==> src/common/conv_port_pkg.sv <==
// Purpose: constants for the converter bus port
// Assumes: 200 MHz system clock, 5 ns period
// Notes:   times are kept in ns, cycle counts derived from them
package conv_port_pkg;
    localparam int unsigned CLK_PERIOD_NS  = 5;
    // result valid within this long of a start
    localparam int unsigned CONV_TIME_NS   = 10000;
    // longest conversion, rounded down to whole cycles
    localparam int unsigned CONV_CYCLES    = CONV_TIME_NS / CLK_PERIOD_NS;
    // least low time of all three controls before a start is taken
    localparam int unsigned START_LOW_NS   = 300;
    localparam int unsigned START_CYCLES   =
        (START_LOW_NS + CLK_PERIOD_NS - 1) / CLK_PERIOD_NS;
    localparam int unsigned DATA_W         = 8;
    localparam int unsigned CODE_BIT       = 0;   // coding-format data bit
    localparam int unsigned POL_BIT        = 1;   // polarity data bit
    localparam logic [7:0]  RESULT_RESET   = 8'h00;
    localparam logic [7:0]  MSB_FLIP       = 8'h80;
    localparam logic [7:0]  HALF_SCALE     = 8'h80;
    // format settings
    localparam logic [1:0]  FMT_UNI_BIN    = 2'h0;
    localparam logic [1:0]  FMT_BIP_OFS    = 2'h1;
    localparam logic [1:0]  FMT_UNI_TWOS   = 2'h2;
    localparam logic [1:0]  FMT_BIP_TWOS   = 2'h3;
    typedef enum logic [2:0] {
        ST_IDLE = 3'b001,
        ST_CONV = 3'b010,
        ST_DONE = 3'b100
    } conv_state_e;
endpackage

==> src/rtl/conv_bus_port.sv <==
// Purpose: bus side of a self-timed 8-bit converter: start, result, format
// Assumes: control inputs synchronous to clk_sys_in; analog code arrives
//          already sampled on sample_code_in
// Notes:   tri-state data shown as data, enable pair
`timescale 1ns/1ps
module conv_bus_port #(
    parameter int unsigned CONV_CYC  = conv_port_pkg::CONV_CYCLES,
    parameter int unsigned START_CYC = conv_port_pkg::START_CYCLES
) (
    input  wire logic       clk_sys_in,
    input  wire logic       resetn_in,
    input  wire logic       chip_sel_n_in,
    input  wire logic       chip_en_n_in,
    input  wire logic       host_addr_bit0_in,
    input  wire logic [7:0] data_in,
    input  wire logic [7:0] sample_code_in,
    output logic      [7:0] data_out,
    output logic            data_oe_out,
    output logic            busy_out,
    output logic            coding_format_out,
    output logic            polarity_select_out
);
    // ****************************************
    // decode
    // ****************************************
    conv_port_pkg::conv_state_e state;
    logic [15:0] low_cnt;
    logic [15:0] conv_cnt;
    logic        fired;
    logic [1:0]  fmt;

    // all three low completes a start, whichever fell last
    wire ctl_low   = !chip_sel_n_in && !chip_en_n_in;
    wire start_req = ctl_low && !host_addr_bit0_in;
    wire read_req  = ctl_low && host_addr_bit0_in;
    wire start_ok  = start_req && !fired &&
                     (low_cnt == 16'(START_CYC - 1));
    wire conv_end  = conv_cnt == 16'(CONV_CYC - 1);
    wire busy_now  = state == conv_port_pkg::ST_CONV;

    // coding per two-bit setting
    wire [7:0] raw_bin  = sample_code_in;
    wire [7:0] coded    =
        (fmt == conv_port_pkg::FMT_UNI_BIN)  ? raw_bin :
        (fmt == conv_port_pkg::FMT_BIP_OFS)  ? raw_bin :
        (fmt == conv_port_pkg::FMT_UNI_TWOS) ?
            raw_bin - conv_port_pkg::HALF_SCALE :
            raw_bin ^ conv_port_pkg::MSB_FLIP;
    logic [7:0] result;

    // ****************************************
    // start qualifier
    // ****************************************
    // count low time; one start per low period
    always_ff @(posedge clk_sys_in) begin
        if (!resetn_in || !start_req) begin
            low_cnt <= 16'h0000;
            fired   <= 1'b0;
        end else begin
            if (low_cnt != 16'(START_CYC - 1)) low_cnt <= low_cnt + 16'h0001;
            if (start_ok) fired <= 1'b1;
        end
    end

    // ****************************************
    // conversion sequencer
    // ****************************************
    // idle, converting, result held
    always_ff @(posedge clk_sys_in) begin
        if (!resetn_in) begin
            state    <= conv_port_pkg::ST_IDLE;
            conv_cnt <= 16'h0000;
            fmt      <= conv_port_pkg::FMT_UNI_BIN;
            result   <= conv_port_pkg::RESULT_RESET;
        end else begin
            unique case (state)
                conv_port_pkg::ST_IDLE, conv_port_pkg::ST_DONE: begin
                    if (start_ok) begin
                        // low two bits only
                        fmt      <= {data_in[conv_port_pkg::POL_BIT],
                                     data_in[conv_port_pkg::CODE_BIT]};
                        conv_cnt <= 16'h0000;
                        state    <= conv_port_pkg::ST_CONV;
                    end
                end
                conv_port_pkg::ST_CONV: begin
                    // starts ignored here bounded time
                    conv_cnt <= conv_cnt + 16'h0001;
                    if (conv_end) begin
                        result <= coded;
                        state  <= conv_port_pkg::ST_DONE;
                    end
                end
            endcase
        end
    end

    // ****************************************
    // outputs
    // ****************************************
    // drive only on read, never while busy
    always_ff @(posedge clk_sys_in) begin
        if (!resetn_in) begin
            data_out            <= conv_port_pkg::RESULT_RESET;
            data_oe_out         <= 1'b0;
            busy_out            <= 1'b0;
            coding_format_out   <= 1'b0;
            polarity_select_out <= 1'b0;
        end else begin
            data_out            <= result;
            data_oe_out         <= read_req && !busy_now && !start_ok;
            busy_out            <= busy_now || start_ok;
            coding_format_out   <= fmt[conv_port_pkg::CODE_BIT];
            // polarity pin follows data bit 1 of the start write
            polarity_select_out <= fmt[conv_port_pkg::POL_BIT];
        end
    end
endmodule

==> config.mk <==
export PLATFORM = sky130hd
export DESIGN_NAME = conv_bus_port
export DESIGN_NICKNAME = d
export VERILOG_FILES = /design/src/common/conv_port_pkg.sv /design/src/rtl/conv_bus_port.sv
export SDC_FILE = /design/constraint.sdc
export NUM_CORES = 1
export LEC_CHECK = 0
export BUFFER_PORTS_ARGS = -buffer_cell sky130_fd_sc_hd__buf_2
export CAP_MARGIN = 10
export CORE_UTILIZATION = 45
export CTS_BUF_LIST = sky130_fd_sc_hd__clkbuf_8
export DETAILED_ROUTE_END_ITERATION = 10
export PLACE_DENSITY = 0.69
export SYNTH_ARGS = -nofsm -noshare
export SYNTH_HDL_FRONTEND = slang
export SYNTH_SLANG_ARGS = --single-unit
==> constraint.sdc <==
create_clock -name clk_sys_in -period 5.13 [get_ports clk_sys_in]
set_input_delay 0.7695 -clock clk_sys_in [delete_from_list [all_inputs] [get_ports clk_sys_in]]
set_output_delay 0.7695 -clock clk_sys_in [all_outputs]
set_load 0.02 [all_outputs]
==> qor.csv <==
metric,value,unit
status,completed,
post-route setup TNS,0,ns
MaxCap Viol Count,0,
largest net degree at the start of global routing,32,
beginning of the worst hold path,fmt[0]$_SDFFE_PN0P_,
FMAX,407,MHz
"Seq/Total Area, Yosys",46.8,%
Worst Path Required,5.32,ns
kind of critical path,flip-flop to flip-flop,
nets,331,
crit-path leading delay family,simple AND/OR/NAND/NOR gates,
ys async rst share,0,%
DR pass1 iterations,4,
Hold EP,coding_format_out$_SDFF_PN0_,
final WL,5060,um
worst-margin pin slew,0.683,ns
dpl cells,367,
post-DR vias/cell,5.63,
post-layout minimum cycle time,2.46,ns
total CTS buffers,9,
"commonest non-fill, non-tap cells in the layout","dfxtp_1 (58), buf_2 (26), o21ai_0 (25)",
CTS root buf,clkbuf_8,
Diodes inserted,0,
top cell type's share of synthesized area,46.8,%
skew final,0.00833,ns
"Cell Area, Synth",2480,sq um
Setup crit end kind,flip-flop,
Clock Tree Buf Depth,2,
top_reg_cell synth,dfxtp_1,
P_leak,0.972,nW
Placed Area,2640,sq um
initial cell density of the core,47.7,%
Cells after Synth,283,
Critical R2R Launch,low_cnt[0]$_SDFFE_PP0P_,
Synth Warn #,0,
# IOs,33,
die area,5820,sq um
Power Density,304,nW/um^2
Post-DP HPWL,3330,um
peak supply drop,0.134,mV
setup bufs post-CTS,0,
DRC,0,
final core utilization,54.0,%
layout cells sized above 1,16.3,%
sequence of cells on the critical path,"ha_1, or4b_4, nor4_4, a211o_1, a311oi_1",
FF-to-FF setup slack,2.67,ns
"commonest non-fill, non-tap cell in the layout",dfxtp_1,
Worst R2R Path Depth,5,
Placer Congestion,0.809,
htree depth,3,
Slew HR,54.4,%
clk_lat worst skew,0.34,ns
Pins Over Slew Limit,0,
DR iter-0 viols,150,
"non-filler cells, final",383,
"Design Area, Final",2810,sq um
"Avg Cell Area, Syn",8.77,sq um
gr usage total,19.3,%
hold buffers post-CTS,0,
critical path startpoint category,flip-flop,
Netlist cell types,44,
initial antenna violation count,0,
Synth area leader,dfxtp_1,
FF-to-FF End,conv_cnt[12]$_SDFFE_PN0P_,
Die X,76.3,um
Post-CTS Resized,0,
Setup Viol. Count Final,0,
Hold Path Stages,2,
final worst slack,2.67,ns
"Hold Vio Cnt, Final",0,
Synth Register Bits,58,
detailed-route wire length per cell,13.2,um
clk sinks,58,
DP Worst Slack,2.68,ns
RSZ-0062 raised after global routing,false,
Detail Route Antenna Nets,0,
Vias,2158,
Crit-path slowest cell,a211o_1,
P&R area growth vs syn,13.3,%
Critical Path AT,2.64,ns
worst hold path class,flip-flop to flip-flop,
Max Fanout on Critical Path,19,
fill count,499,
final period utilization,47.9,%
vias in the first global route,1929,
worst hold slack,0.433,ns
clock slew at reported path FFs,0.07,ns
CP max stage delay,0.58,ns
number of synthesized flops with an enable pin,0,
CTS tree,done,
global route overflow,0,
syn nets,306,
Area contributors post-synth,"dfxtp_1 (47%), o21ai_0 (5.0%), nand3_1 (3.8%)",
Worst Path Buf+Inv,0,
Die Ht,76.3,um
Site Rows,26,
Multi-input gate area,1220,sq um
register area,1160,sq um
core area,5200,sq um
IO Port Bufs,26,
global-route wire length before repair,8790,um
Pwr Total,0.855,mW
[flip-flops by register name, indices dropped and copies added, names as in the netlist]
name and flops:
busy_out 1, polarity_select_out 1, data_out 8, result 8, state 3, fmt 2
coding_format_out 1, low_cnt 16, conv_cnt 16, data_oe_out 1, fired 1
[kinds of logic after synthesis]
family | synth area share [%]
multiplexers | 0.806
flip-flops | 46.8
adder cells (fa/ha/maj) | 1.01
AO/OA/AOI/OAI | 17.0
buffers and inverters | 3.93
AND/OR/NAND/NOR | 26.2
XOR/XNOR | 4.23
[worst min-delay path, cell delays in order (launching register included)]
cell     delay, ns
dfxtp_1       0.31
nand2_1       0.06
inv_1         0.04
[final cells by class]
cell class              instances  share of cell area [%]
flip-flops and latches         58                    41.3
repair buffers                 27                    4.90
clock inverters                 6                    1.20
well taps                      70                    3.12
clock buffers                  10                    4.90
inverters                       8                    1.07
multi-input cells             204                    43.5
[cells in the mapped netlist (5+ instances only)]
| cell | number |
|---|---|
| a21oi_1 | 17 |
| a311oi_1 | 5 |
| a31oi_1 | 7 |
| and2_1 | 8 |
| clkbuf_1 | 11 |
| dfxtp_1 | 58 |
| inv_1 | 7 |
| nand2_1 | 22 |
| nand3_1 | 19 |
| nand4_1 | 8 |
| nor2_1 | 21 |
| nor3_1 | 8 |
| nor4_1 | 7 |
| o21ai_0 | 25 |
| or3_1 | 5 |
| xnor2_1 | 10 |
[power breakdown]
part / switching [mW] / total (mW) / internal (mW)
Combinational: 0.0248 / 0.0367 / 0.0120
Clock: 0.179 / 0.362 / 0.183
Sequential: 0.00268 / 0.456 / 0.453
[per-layer routing]
layer  wire length [um]  track usage [%]  part of all wire (%)  vias up
li1                   -                -                     -     1090
met1               2450             23.7                    48     1018
met2               2280             29.6                    45       39
met3                194             8.02                   3.8       11
met4                131             8.27                   2.6        0
met5                  0                0                     0        -
[worst max path at each step]
stage | startpoint | to | cells after the start
after global placement | low_cnt[0]$_SDFFE_PP0P_ | conv_cnt[14]$_SDFFE_PN0P_ | 5
after global routing | low_cnt[0]$_SDFFE_PP0P_ | conv_cnt[4]$_SDFFE_PN0P_ | 5
after floorplan | low_cnt[0]$_SDFFE_PP0P_ | conv_cnt[11]$_SDFFE_PN0P_ | 7
after CTS | low_cnt[0]$_SDFFE_PP0P_ | conv_cnt[12]$_SDFFE_PN0P_ | 5
after detailed placement | low_cnt[0]$_SDFFE_PP0P_ | conv_cnt[12]$_SDFFE_PN0P_ | 5
final | low_cnt[0]$_SDFFE_PP0P_ | conv_cnt[12]$_SDFFE_PN0P_ | 5
No activity file was read; power rests on OpenSTA's default activity.
